<file path="src/verilog/lsh_pkg.sv">
/*
  Constants of the link status and hold bit bank: register indices, field
  positions, reset values and the synchroniser depth.
  Assumes a 32-bit classic Wishbone bus whose byte address is four times
  the register index.
*/
`default_nettype none

package lsh_pkg;

  // Register indices; the byte address is four times the index.
  localparam logic [7:0] LSH_IDX_STAT_A = 8'hF7;
  localparam logic [7:0] LSH_IDX_STAT_B = 8'hF8;
  localparam logic [7:0] LSH_IDX_STAT_C = 8'hF9;
  localparam logic [7:0] LSH_IDX_STAT_D = 8'hFA;
  localparam logic [7:0] LSH_IDX_CTRL = 8'hFB;
  localparam logic [7:0] LSH_IDX_EVT = 8'hFC;
  localparam logic [7:0] LSH_IDX_MASK = 8'hFD;
  localparam logic [7:0] LSH_IDX_STATE = 8'hFE;

  // Control register fields.
  localparam int LSH_CTRL_FORCE_HOLD = 0;
  localparam int LSH_CTRL_IO_HOLD = 1;
  localparam logic [1:0] LSH_CTRL_RESET = 2'h0;

  // Event register fields.
  localparam int LSH_EVT_W = 4;
  localparam int LSH_EVT_RUN_CHG = 0;
  localparam int LSH_EVT_ERR_SET = 1;
  localparam int LSH_EVT_FORCE_DEF = 2;
  localparam int LSH_EVT_IO_CLR = 3;
  localparam logic [3:0] LSH_EVT_RESET = 4'h0;
  localparam logic [3:0] LSH_MASK_RESET = 4'h0;

  // State register fields.
  localparam int LSH_ST_MODE_LSB = 0;
  localparam int LSH_ST_FORCE_EN = 2;
  localparam int LSH_ST_IO_EN = 3;
  localparam int LSH_ST_STEP0 = 4;
  localparam int LSH_ST_MULTI = 5;

  // Units and word layout.
  localparam int LSH_UNITS = 32;
  localparam int LSH_UNITS_PER_WORD = 8;
  localparam int LSH_SYNC_STAGES = 2;

  typedef enum logic [1:0] {
    LSH_MODE_PROGRAM,
    LSH_MODE_MONITOR,
    LSH_MODE_RUN
  } lsh_mode_t;

endpackage

`default_nettype wire

</file>
<file path="src/verilog/lsh_irq.sv">
/*
  Sticky event flags with write-one-to-clear, a mask and one level interrupt.
  Assumes set pulses and clear strobes come from the clk_i domain.
*/
`timescale 1ns/100ps
`default_nettype none

module lsh_irq #(
  parameter int WIDTH = 4
) (
  // Clock and reset.
  input wire logic clk_i,
  input wire logic srst_i,
  // Events and software access.
  input wire logic [WIDTH-1:0] set_i,
  input wire logic [WIDTH-1:0] clr_i,
  input wire logic mask_we_i,
  input wire logic [WIDTH-1:0] mask_i,
  // State.
  output logic [WIDTH-1:0] flag_o,
  output logic [WIDTH-1:0] mask_o,
  output logic irq_o
);

  logic [WIDTH-1:0] flag_nxt;

  // A set arriving with its own clear wins, so no event is lost.
  assign flag_nxt = (flag_o & ~clr_i) | set_i;

  always_ff @(posedge clk_i) begin
    if (srst_i) begin
      flag_o <= lsh_pkg::LSH_EVT_RESET;
      mask_o <= lsh_pkg::LSH_MASK_RESET;
      irq_o <= 1'b0;
    end else begin
      flag_o <= flag_nxt;
      if (mask_we_i) begin
        mask_o <= mask_i;
      end
      irq_o <= |(flag_nxt & (mask_we_i ? mask_i : mask_o));
    end
  end

endmodule // lsh_irq

`default_nettype wire

</file>
<file path="src/verilog/lsh_sync.sv">
/*
  Two flip-flop synchroniser for a vector of independent levels.
  Assumes each bit is a slow level; bits are not coherent with each other.
*/
`timescale 1ns/100ps
`default_nettype none

module lsh_sync #(
  parameter int WIDTH = 32
) (
  // Clock and reset.
  input wire logic clk_i,
  input wire logic srst_i,
  // Levels.
  input wire logic [WIDTH-1:0] async_i,
  output logic [WIDTH-1:0] sync_o
);

  logic [WIDTH-1:0] meta_r;

  always_ff @(posedge clk_i) begin
    if (srst_i) begin
      meta_r <= '0;
      sync_o <= '0;
    end else begin
      meta_r <= async_i;
      sync_o <= meta_r;
    end
  end

endmodule // lsh_sync

`default_nettype wire

</file>
<file path="src/verilog/lsh_top.sv">
/*
  Link unit status words and the two retention-control bits of the
  controller, reached over a classic Wishbone slave with 32-bit data.
  Assumes unit run and error levels arrive asynchronously on pins, and that
  mode, instruction and power-sequence strobes come from clk_i logic.
*/
`timescale 1ns/100ps
`default_nettype none

// Summary of operation
// - Four consecutive status words report the state of up to 32 link units.
// - Low eight bits of each word are run flags, set while unit runs.
// - High eight bits of each word are error flags, set on unit error.
// - Single-level: last word units 0-7, then 8-15, 16-23, first 24-31.
// - Multilevel: last two words level 0, first two words level 1.
// - In two-level systems half the units are level 0, half level 1.
// - Forced-state hold set keeps forced bits across program/monitor switches.
// - Forced-state hold acts only once the system-setting instruction enabled it.
// - Power loss clears forced-state hold unless set at step zero and the I/O table is not registered.
// - Entering run mode always returns forced bits to default.
// - Hold survives power-off only with system-setting instruction at step zero.
// - I/O hold set keeps I/O and link relay bits on start or stop.
// - I/O hold acts only once the system-setting instruction enabled it.
// - I/O hold is set by program output instruction or peripheral write.
module lsh_top (
  // Clock and reset.
  input wire logic clk_i,
  input wire logic srst_i,
  // Wishbone slave.
  input wire logic wb_cyc_i,
  input wire logic wb_stb_i,
  input wire logic wb_we_i,
  input wire logic [9:0] wb_adr_i,
  input wire logic [3:0] wb_sel_i,
  input wire logic [31:0] wb_dat_i,
  output logic [31:0] wb_dat_o,
  output logic wb_ack_o,
  // Link unit pins, asynchronous.
  input wire logic [31:0] unit_run_i,
  input wire logic [31:0] unit_err_i,
  input wire logic multilevel_i,
  // Controller sequencing, same clock.
  input wire logic [1:0] op_mode_i,
  input wire logic sys_inst_force_en_i,
  input wire logic sys_inst_io_en_i,
  input wire logic sys_inst_at_step0_i,
  input wire logic prog_set_io_hold_i,
  input wire logic prog_clr_io_hold_i,
  input wire logic power_restore_i,
  input wire logic io_table_registered_i,
  // Effects on the relay areas.
  output logic force_default_o,
  output logic io_relay_reset_o,
  output logic forced_state_retention_bit_o,
  output logic io_state_retention_bit_o,
  output logic irq_o
);

  localparam int EW = lsh_pkg::LSH_EVT_W;

  // Assembles one status word: run flags low, error flags high.
  function automatic logic [15:0] pack_word(input logic [31:0] run,
                                            input logic [31:0] err,
                                            input int base);
    logic [15:0] w;
    w = 16'h0000;
    for (int i = 0; i < lsh_pkg::LSH_UNITS_PER_WORD; i++) begin
      w[i] = run[base + i];
      w[i + 8] = err[base + i];
    end
    return w;
  endfunction

  // Tells whether a mode value is program mode.
  function automatic logic is_program(input logic [1:0] m);
    return m == lsh_pkg::LSH_MODE_PROGRAM;
  endfunction

  // Synchronised pin levels.
  logic [31:0] run_s;
  logic [31:0] err_s;
  logic multi_s;

  // Edge history.
  logic [31:0] run_prev_r;
  logic [31:0] err_prev_r;
  logic [1:0] mode_prev_r;

  // Retention bits and the instruction enables that arm them.
  logic force_hold_r;
  logic force_hold_nxt;
  logic io_hold_r;
  logic io_hold_nxt;
  logic force_en_r;
  logic io_en_r;
  logic step0_r;

  // Event block.
  logic [EW-1:0] evt_flag;
  logic [EW-1:0] evt_mask;
  logic irq_w;

  lsh_sync #(
    .WIDTH(65)
  ) u_sync (
    .clk_i(clk_i),
    .srst_i(srst_i),
    .async_i({multilevel_i, unit_err_i, unit_run_i}),
    .sync_o({multi_s, err_s, run_s})
  );

  // Word mapping. In multilevel systems pins 0-15 carry level-0 units 0-15 and
  // pins 16-31 carry level-1 units 0-15, so both layouts land on the same
  // bit slices; the level only changes how software names the units.
  wire [15:0] word_d = pack_word(run_s, err_s, 0);
  wire [15:0] word_c = pack_word(run_s, err_s, 8);
  wire [15:0] word_b = pack_word(run_s, err_s, 16);
  wire [15:0] word_a = pack_word(run_s, err_s, 24);

  // Bus decode. A write lands at the edge that takes the request, the same edge
  // that raises ack; all fields sit in byte 0, so a write without sel[0] is dropped.
  wire bus_req = wb_cyc_i & wb_stb_i & ~wb_ack_o;
  wire [7:0] idx = wb_adr_i[9:2];
  wire bus_wr = bus_req & wb_we_i & wb_sel_i[0];
  wire sel_ctrl = idx == lsh_pkg::LSH_IDX_CTRL;
  wire sel_evt = idx == lsh_pkg::LSH_IDX_EVT;
  wire sel_mask = idx == lsh_pkg::LSH_IDX_MASK;
  wire wr_ctrl = bus_wr & sel_ctrl;
  wire wr_evt = bus_wr & sel_evt;
  wire wr_mask = bus_wr & sel_mask;
  wire sel_stat_a = idx == lsh_pkg::LSH_IDX_STAT_A;
  wire sel_stat_b = idx == lsh_pkg::LSH_IDX_STAT_B;
  wire sel_stat_c = idx == lsh_pkg::LSH_IDX_STAT_C;
  wire sel_stat_d = idx == lsh_pkg::LSH_IDX_STAT_D;
  wire sel_state = idx == lsh_pkg::LSH_IDX_STATE;

  wire [5:0] state_word = {multi_s, step0_r, io_en_r, force_en_r, mode_prev_r};

  // Read mux. Status words sit in the low half; the upper half and every
  // unmapped index read as zero, so software can probe the bank safely.
  logic [31:0] rd_data;
  always_comb begin
    if (sel_stat_a) begin
      rd_data = {16'h0000, word_a};
    end else if (sel_stat_b) begin
      rd_data = {16'h0000, word_b};
    end else if (sel_stat_c) begin
      rd_data = {16'h0000, word_c};
    end else if (sel_stat_d) begin
      rd_data = {16'h0000, word_d};
    end else if (sel_ctrl) begin
      rd_data = {30'h00000000, io_hold_r, force_hold_r};
    end else if (sel_evt) begin
      rd_data = {28'h0000000, evt_flag};
    end else if (sel_mask) begin
      rd_data = {28'h0000000, evt_mask};
    end else if (sel_state) begin
      rd_data = {26'h0000000, state_word};
    end else begin
      rd_data = 32'h00000000;
    end
  end

  // Mode transitions.
  wire [1:0] mode_now = op_mode_i;
  wire mode_chg = mode_now != mode_prev_r;
  wire to_run = mode_chg & (mode_now == lsh_pkg::LSH_MODE_RUN);
  wire mode_is_prog = is_program(mode_now);
  wire mode_was_prog = is_program(mode_prev_r);
  wire start_stop = mode_chg & (mode_is_prog != mode_was_prog);
  wire force_kept = force_hold_r & force_en_r;
  wire io_kept = io_hold_r & io_en_r;

  // Run entry overrides the hold bit entirely.
  wire force_def_mode = to_run | (mode_chg & ~force_kept);
  wire io_reset_mode = start_stop & ~io_kept;

  // Power restore: a bit survives only when the setting instruction stood at
  // step zero; registering the I/O table clears the forced-state bit.
  wire force_pwr_keep = step0_r & force_hold_r & ~io_table_registered_i;
  wire io_pwr_keep = step0_r & io_hold_r;
  wire force_def_pwr = power_restore_i & ~force_pwr_keep;
  wire io_reset_pwr = power_restore_i & ~io_pwr_keep;

  always_comb begin
    force_hold_nxt = force_hold_r;
    if (wr_ctrl) begin
      force_hold_nxt = wb_dat_i[lsh_pkg::LSH_CTRL_FORCE_HOLD];
    end
    if (power_restore_i && !force_pwr_keep) begin
      force_hold_nxt = 1'b0;
    end
  end

  // Program set beats a bus write, which beats a program clear; a power
  // restore that does not keep the bit clears it last.
  always_comb begin
    io_hold_nxt = io_hold_r;
    if (prog_clr_io_hold_i) begin
      io_hold_nxt = 1'b0;
    end
    if (wr_ctrl) begin
      io_hold_nxt = wb_dat_i[lsh_pkg::LSH_CTRL_IO_HOLD];
    end
    if (prog_set_io_hold_i) begin
      io_hold_nxt = 1'b1;
    end
    if (power_restore_i && !io_pwr_keep) begin
      io_hold_nxt = 1'b0;
    end
  end

  // Event sources. Run flags report any change, error flags only a rise, since
  // an error that goes away needs no attention.
  wire run_chg = |(run_s ^ run_prev_r);
  wire err_rise = |(err_s & ~err_prev_r);
  wire [EW-1:0] evt_set;
  assign evt_set[lsh_pkg::LSH_EVT_RUN_CHG] = run_chg;
  assign evt_set[lsh_pkg::LSH_EVT_ERR_SET] = err_rise;
  assign evt_set[lsh_pkg::LSH_EVT_FORCE_DEF] = force_def_mode | force_def_pwr;
  assign evt_set[lsh_pkg::LSH_EVT_IO_CLR] = io_reset_mode | io_reset_pwr;

  wire [EW-1:0] evt_clr = wr_evt ? wb_dat_i[EW-1:0] : '0;

  lsh_irq #(
    .WIDTH(EW)
  ) u_irq (
    .clk_i(clk_i),
    .srst_i(srst_i),
    .set_i(evt_set),
    .clr_i(evt_clr),
    .mask_we_i(wr_mask),
    .mask_i(wb_dat_i[EW-1:0]),
    .flag_o(evt_flag),
    .mask_o(evt_mask),
    .irq_o(irq_w)
  );

  // Bus answer: one wait cycle, unmapped reads give zero. The data register is
  // cleared between answers so a stale word never sits on the bus.
  always_ff @(posedge clk_i) begin
    if (srst_i) begin
      wb_ack_o <= 1'b0;
    end else begin
      wb_ack_o <= bus_req;
    end
  end

  always_ff @(posedge clk_i) begin
    if (srst_i) begin
      wb_dat_o <= 32'h00000000;
    end else begin
      wb_dat_o <= bus_req ? rd_data : 32'h00000000;
    end
  end

  // Instruction enables. They are volatile: the setting instruction must run
  // again after every power restore before either hold bit acts again.
  wire sys_inst_seen = sys_inst_force_en_i | sys_inst_io_en_i;
  wire step0_mark = sys_inst_seen & sys_inst_at_step0_i;
  wire force_en_nxt = ~power_restore_i & (force_en_r | sys_inst_force_en_i);
  wire io_en_nxt = ~power_restore_i & (io_en_r | sys_inst_io_en_i);
  wire step0_nxt = ~power_restore_i & (step0_r | step0_mark);

  always_ff @(posedge clk_i) begin
    if (srst_i) begin
      force_en_r <= 1'b0;
      io_en_r <= 1'b0;
      step0_r <= 1'b0;
    end else begin
      force_en_r <= force_en_nxt;
      io_en_r <= io_en_nxt;
      step0_r <= step0_nxt;
    end
  end

  // Retention bits.
  always_ff @(posedge clk_i) begin
    if (srst_i) begin
      force_hold_r <= lsh_pkg::LSH_CTRL_RESET[lsh_pkg::LSH_CTRL_FORCE_HOLD];
    end else begin
      force_hold_r <= force_hold_nxt;
    end
  end

  always_ff @(posedge clk_i) begin
    if (srst_i) begin
      io_hold_r <= lsh_pkg::LSH_CTRL_RESET[lsh_pkg::LSH_CTRL_IO_HOLD];
    end else begin
      io_hold_r <= io_hold_nxt;
    end
  end

  // Edge history. Mode history starts at program so that leaving reset in
  // program mode is not seen as a mode change.
  always_ff @(posedge clk_i) begin
    if (srst_i) begin
      mode_prev_r <= lsh_pkg::LSH_MODE_PROGRAM;
      run_prev_r <= 32'h00000000;
      err_prev_r <= 32'h00000000;
    end else begin
      mode_prev_r <= mode_now;
      run_prev_r <= run_s;
      err_prev_r <= err_s;
    end
  end

  // Pulses to the relay areas.
  always_ff @(posedge clk_i) begin
    if (srst_i) begin
      force_default_o <= 1'b0;
      io_relay_reset_o <= 1'b0;
    end else begin
      force_default_o <= force_def_mode | force_def_pwr;
      io_relay_reset_o <= io_reset_mode | io_reset_pwr;
    end
  end

  // Mirrors of the retention bits take the next value, so the pins and the
  // control register agree in every cycle.
  always_ff @(posedge clk_i) begin
    if (srst_i) begin
      forced_state_retention_bit_o <= 1'b0;
      io_state_retention_bit_o <= 1'b0;
    end else begin
      forced_state_retention_bit_o <= force_hold_nxt;
      io_state_retention_bit_o <= io_hold_nxt;
    end
  end

  // The event block already registers its interrupt; this stage only keeps
  // every top-level output on a flip-flop of its own.
  always_ff @(posedge clk_i) begin
    if (srst_i) begin
      irq_o <= 1'b0;
    end else begin
      irq_o <= irq_w;
    end
  end

endmodule // lsh_top

`default_nettype wire
</file>
<file path="config.mk">
export PLATFORM = sky130hd
export DESIGN_NAME = lsh_top
export DESIGN_NICKNAME = d
export VERILOG_FILES = /design/src/verilog/lsh_pkg.sv /design/src/verilog/lsh_irq.sv /design/src/verilog/lsh_sync.sv /design/src/verilog/lsh_top.sv
export SDC_FILE = /design/constraint.sdc
export NUM_CORES = 1
export LEC_CHECK = 0
export BUFFER_PORTS_ARGS = -buffer_cell sky130_fd_sc_hd__buf_2
export CAP_MARGIN = 25
export CORE_ASPECT_RATIO = 0.5
export CORE_MARGIN = 3
export CORE_UTILIZATION = 54
export CTS_CLUSTER_SIZE = 24
export DETAILED_ROUTE_END_ITERATION = 10
export GPL_TIMING_DRIVEN = 0
export PLACE_DENSITY_LB_ADDON = 0.1
export REMOVE_ABC_BUFFERS = 1
export SKIP_CTS_REPAIR_TIMING = 1
export SYNTH_ARGS = -nofsm -noshare
export SYNTH_HDL_FRONTEND = slang
export SYNTH_SLANG_ARGS = --single-unit
</file>
<file path="constraint.sdc">
create_clock -name clk_i -period 1.7 [get_ports clk_i]
set_input_delay 0.17 -clock clk_i [delete_from_list [all_inputs] [get_ports clk_i]]
set_output_delay 0.17 -clock clk_i [all_outputs]
set_load 0.02 [all_outputs]
</file>
==> qor.yml, run 1 <==
grt:
  antenna_found_initial: 0
  grt_pass1_wl_mm: 23.2
  first_global_vias: 4738
  grt_overflow_total: 0
  grt_max_degree: 110
  track_usage_pct: 17.7
critical_path:
  r2r_slack_ps: -30
  reg2reg_depth: 6
  crit_arrival_ps: 2060
  end_kind: "register"
  start_kind: "register"
  crit_required_ps: 2030
  slowest_stage: "mux2_4"
  crit_path_cell_trace: "nand3b_1 > nor2_4 > nand4b_4 > mux2_4 > a22oi_2 > o221ai_2"
  crit_type: "reg -> reg"
  reg2reg_to: "u_irq.irq_o"
  rr_startpoint: "wb_ack_o"
  worstPathMaxFanout: 4
  path_delay_family: "simple AND/OR/NAND/NOR gates"
  cp_slowest_stage_delay_ps: 360
  path_buf_inv: 0
cells_and_area:
  antenna_cells: 0
  drive_gt1_share_pct: 18.9
  stdcell_count: 1129
  area_growth_pct: 26.4
  fillCellCount: 1023
  stdcell_area_um2: 9900
  final_nets: 1049
timing:
  period_minus_slack_ps: 1730
  setup_viol: 1
  worst_hold_slack_ps: 45.2
  worst_slack_ps: -25.7
  clock_skew_ps: 7.19
  rsz0062_at_grt: "yes"
  fin_crit_sh_pct: 102
  maxSlewViolCount: 0
  slew-limit-headroom_pct: 48.2
  tightest_slew_ps: 776
  max_freq_mhz: 579
  hold_viol: 0
power_and_ir_drop:
  total_power_mw: 10.8
  power.density_nw_per_um2: 1090
  power.share.clock_pct: 40.2
  p_int_mw: 8.45
  p_leak_nw: 4.34
  p_comb_share_pct: 7.1
  p_switching_mw: 2.34
  vdd_ir_drop_max_v: 0.000801
  switching_share_pct: 21.7
  seq_power_share_pct: 52.7
logic_synthesis:
  syn_avg_cell_area_um2: 10.5
  synthTopCellsByArea: "dfxtp_1, nor2b_1, xor2_1, mux2i_1, nor2_1"
  synth_edf_count: 0
  synth_cell_types: 46
  synth_common_cells: "dfxtp_1, nor2b_1, nor2_1"
  syn-instance-count: 748
  seq_area_frac_synth_pct: 58.8
  synth-seq-cells: 230
  synth.most_common_cell: "dfxtp_1"
  synth_ff_type: "dfxtp_1"
  async_reset_ff_share_pct: 0
  yosys.area.top_type: "dfxtp_1"
  synth_top_cell_area_share_pct: 58.8
  yosys_warnings: 0
  syn-cell-area_um2: 7830
run_status:
  violations: "negative setup slack"
  status: "finished with violations"
hold_path:
  hold_end: "io_state_retention_bit_o"
  holdPathStages: 4
  worstHoldStart: "prog_clr_io_hold_i"
  hold_class: "in -> reg"
detailed_routing:
  antenna_left: 0
  drt_first_pass_iters: 4
  drt_iter0_drc: 375
  drc: 0
  vias: 5305
  routedWlPerCell_um: 13.8
  routed_wl_mm: 15.6
  viasPerCell: 4.70
die:
  core_area_um2: 13900
  rows: 30
  fp.dieArea_um2: 16100
  io_pins: 163
  initial_utilization_pct: 56.6
  die_w_um: 176
  die_y_um: 91.2
place:
  port_buffers: 113
  gp_congestion: 0.770
  placed_area_um2: 8460
  hpwl_mm: 9.77
  place_ws_ps: -672
  dp_cells: 1017
cts:
  worstSkewPairLatency_ps: 480
  cts_max_level: 1
  clockBufferDepth: 3
  clkTransAtPathRegs_ps: 70
  cts_buffers: 19
  cts_num_sinks: 230
  root_buffer: "clkbuf_16"
  cts_tree: "yes"
job:
  drv_cap: 0
[worst min-delay path: stages]
cell and delay (ps):
buf_2 90, o21ai_1 50, o21ai_0 80, a221oi_1 90
[sequential cells by signal, indices dropped and copies added, names as in the netlist]
register and count:
err_prev_r 32, force_default_o 1, force_en_r 1, forced_state_retention_bit_o 1, io_en_r 1, io_relay_reset_o 1
io_state_retention_bit_o 1, irq_o 1, mode_prev_r 2, run_prev_r 32, step0_r 1, u_irq.flag_o 4
u_irq.irq_o 1, u_irq.mask_o 4, u_sync.meta_r 65, u_sync.sync_o 65, wb_ack_o 1, wb_dat_o 16
[cell families (layout without fill, tap and decap cells)]
family,Yosys count,count (layout),synth area share (%)
AOI/OAI and AO/OA,76,76,6.52
xor gates and xnor gates,34,34,3.80
buffers and inverters,84,258,5.05
DFF,230,230,58.8
muxes,24,24,3.23
other,1,16,0.0479
and+or+nand+nor,299,299,22.6
[cell usage in the layout (no fill, tap or decap), types with 13 or more instances in the layout]
| cell type | netlist | layout |
|---|---|---|
| a22oi_1 | 13 | 13 |
| o21ai_0 | 23 | 22 |
| mux2i_1 | 20 | 20 |
| nor2_1 | 46 | 46 |
| inv_1 | 31 | 31 |
| dfxtp_1 | 230 | 229 |
| xor2_1 | 34 | 34 |
| clkbuf_16 | 0 | 19 |
| nand2b_1 | 14 | 14 |
| nor2b_1 | 181 | 180 |
| buf_2 | 4 | 111 |
| conb_1 | 1 | 16 |
| nand2_1 | 24 | 24 |
| dlygate4sd3_1 | 0 | 73 |
[layer usage]
| metal | vias to the layer above | wire (µm) | GRT usage [%] |
|---|---|---|---|
| met4 | 0 | 221 | 3.59 |
| met1 | 2417 | 7300 | 24.4 |
| li1 | 2733 | - | - |
| met5 | - | 0 | 0 |
| met3 | 21 | 829 | 3.76 |
| met2 | 134 | 7240 | 29.0 |
[final cells by class]
type | count | area (µm²) | share of cell area (%)
Tap cell | 192 | 240 | 2.43
Clock inverter | 12 | 116 | 1.18
Multi-Input combinational cell | 449 | 2940 | 29.6
Inverter | 31 | 116 | 1.18
Timing Repair Buffer | 193 | 1380 | 13.9
Sequential cell | 230 | 4610 | 46.5
Clock buffer | 22 | 507 | 5.12
[power by group through the flow]
stage	sequential [mW]	clock, mW	combinational (mW)
floorplan	5.78	0	0.328
finish	5.68	4.33	0.769
global route	5.70	4.65	0.845
detailed placement	5.80	0	0.618
global placement	5.80	0	0.611
CTS	5.68	4.43	0.623
[worst max path at each step]
stage	cells past startpoint	to	start
final	6	u_irq.irq_o	wb_ack_o
after global routing	6	u_irq.irq_o	wb_ack_o
after CTS	6	wb_dat_o[1]	wb_adr_i[2]
after detailed placement	6	wb_dat_o[1]	wb_adr_i[2]
after global placement	3	wb_dat_o[10]	srst_i
after floorplan	6	u_irq.irq_o	wb_ack_o
[per-stage QoR]
stage | TNS [ps] | utilization, %
2_1_floorplan | 0 | -
3_3_place_gp | -336800 | 60.8
3_5_place_dp | -10280 | 61.1
4_1_cts | -1150 | 65.6
5_1_grt | -175 | 71.5
6_report | -25.7 | 71.5
Note: power is estimated with default switching activity, not from simulation.
==> run 2, diff against run 1 <==
Settings changed: CORE_UTILIZATION 54 to 25, SKIP_CTS_REPAIR_TIMING 1 to unset.
==> qor.yml, run 2 (synthesis results as in run 1) <==
timing:
  hold_viol: 0
  clock_skew_ps: 12.0
  finalSetupTns_ps: -26.0
  fin_crit_sh_pct: 102
  period_minus_slack_ps: 1730
  setup_viol: 1
  worst_slack_ps: -26.0
  worst_hold_slack_ps: 48.0
  rsz0062_at_grt: "yes"
  slew-limit-headroom_pct: 49.9
  maxSlewViolCount: 0
  tightest_slew_ps: 751
  max_freq_mhz: 579
critical_path:
  reg2reg_depth: 6
  start_kind: "register"
  crit_type: "reg -> reg"
  crit_required_ps: 2060
  crit_path_cell_trace: "nand3b_1 > nor2_4 > nand4b_4 > mux2_4 > a22oi_2 > o221ai_2"
  crit_arrival_ps: 2090
  worstPathMaxFanout: 4
  slowest_stage: "mux2_4"
  reg2reg_to: "u_irq.irq_o"
  end_kind: "register"
  cp_slowest_stage_delay_ps: 360
  r2r_slack_ps: -30
  rr_startpoint: "wb_ack_o"
die:
  fp.dieArea_um2: 33600
  initial_utilization_pct: 25.6
  rows: 45
  die_y_um: 131
  io_pins: 163
  core_area_um2: 30600
  die_w_um: 256
detailed_routing:
  drc: 0
  drt_first_pass_iters: 4
  routed_wl_mm: 18.5
  routedWlPerCell_um: 13.5
  viasPerCell: 3.91
  drt_iter0_drc: 235
  vias: 5334
  antenna_left: 0
cts:
  cts_tree: "yes"
  clkTransAtPathRegs_ps: 70
  cts_num_sinks: 230
  cts_buffers: 22
  root_buffer: "clkbuf_16"
  clockBufferDepth: 3
  cts_max_level: 1
  worstSkewPairLatency_ps: 510
hold_path:
  holdPathStages: 4
  hold_end: "forced_state_retention_bit_o"
  hold_class: "in -> reg"
  worstHoldStart: "io_table_registered_i"
grt:
  track_usage_pct: 11.0
  grt_overflow_total: 0
  antenna_found_initial: 0
  first_global_vias: 5627
  grt_pass1_wl_mm: 29.8
  grt_max_degree: 119
cells_and_area:
  final_cell_mix: "dfxtp_1, nor2b_1, buf_2, dlygate4sd3_1, nor2_1"
  antenna_cells: 0
  drive_gt1_share_pct: 18.8
  area_growth_pct: 31.3
  stdcell_area_um2: 10300
  stdcell_count: 1364
  final_nets: 1053
  fillCellCount: 3172
  layout_commonest_cell: "dfxtp_1"
  reg.largest.list: "u_sync.meta_r: 65 flops, u_sync.sync_o: 65 flops"
  final_util_pct: 33.6
power_and_ir_drop:
  vdd_ir_drop_max_v: 0.000691
  total_power_mw: 11.2
  p_leak_nw: 4.38
  power.density_nw_per_um2: 1090
place:
  hpwl_mm: 12.1
  gp_congestion: 0.701
  place_ws_ps: -1000
  dp_cells: 1249
  port_buffers: 113
  placed_area_um2: 8770
run_status:
  status: "finished with violations"
  violations: "negative setup slack"
job:
  drv_cap: 0
==> run 2: cell count changes in the layout (fill, tap and decap cells not counted), sizes merged <==
cell	before	now
bufinv	2	1
inv	32	31
buf	120	118
clkinv	8	6
dlygate4sd3	73	74
clkbuf	22	31
==> run 2: per-layer routing <==
layer	GRT usage [%]	part of all wire, %	wire length, µm
met1	14.3	47	8730
met2	18.9	47	8680
met3	2.37	3.9	715
met4	2.50	1.8	337
met5	0	0	0
==> run 2: how the worst max path moves through the flow <==
stage | cells past startpoint | from | to | slack, ps
6_report | 6 | wb_ack_o | u_irq.irq_o | -30
3_3_place_gp | 3 | srst_i | wb_dat_o[8] | -2500
3_5_place_dp | 6 | wb_adr_i[2] | wb_dat_o[8] | -1000
4_1_cts | 6 | wb_ack_o | u_irq.irq_o | -50
5_1_grt | 6 | u_sync.sync_o[62] | u_irq.irq_o | -130
2_1_floorplan | 6 | wb_ack_o | u_irq.irq_o | 50
==> run 2: layout make-up <==
type / count / area, µm² / share of cell area [%]
Inverter: 31 / 116 / 1.13
Sequential cell: 230 / 4600 / 44.8
Multi-Input combinational cell: 449 / 2940 / 28.5
Tap cell: 423 / 529 / 5.15
Timing Repair Buffer: 194 / 1410 / 13.7
Clock buffer: 29 / 628 / 6.11
Clock inverter: 8 / 67.6 / 0.657
==> run 2: repair_timing <==
item	4_1_cts	5_1_grt
endpoints found under the hold margin	74	0
buffers inserted	4	0
gates resized for setup	5	5
pin swaps	3	2
endpoints found under the setup margin	18	4
hold buffers	74	0
==> run 2: where the power goes <==
group / leakage (nW) / switching [mW] / internal (mW) / total (mW)
clock network: 0.346 / 2.03 / 2.74 / 4.77
logic: 2.14 / 0.380 / 0.404 / 0.784
registers: 1.89 / 0.0923 / 5.59 / 5.68
total: 4.38 / 2.51 / 8.74 / 11.2
==> run 2: critical path, delay by kind of cell, from the launching register on <==
family	cells	cell delay (ps)
DFF	1	300
and+or+nand+nor	3	590
muxes	1	360
AOI/OAI and AO/OA	2	320
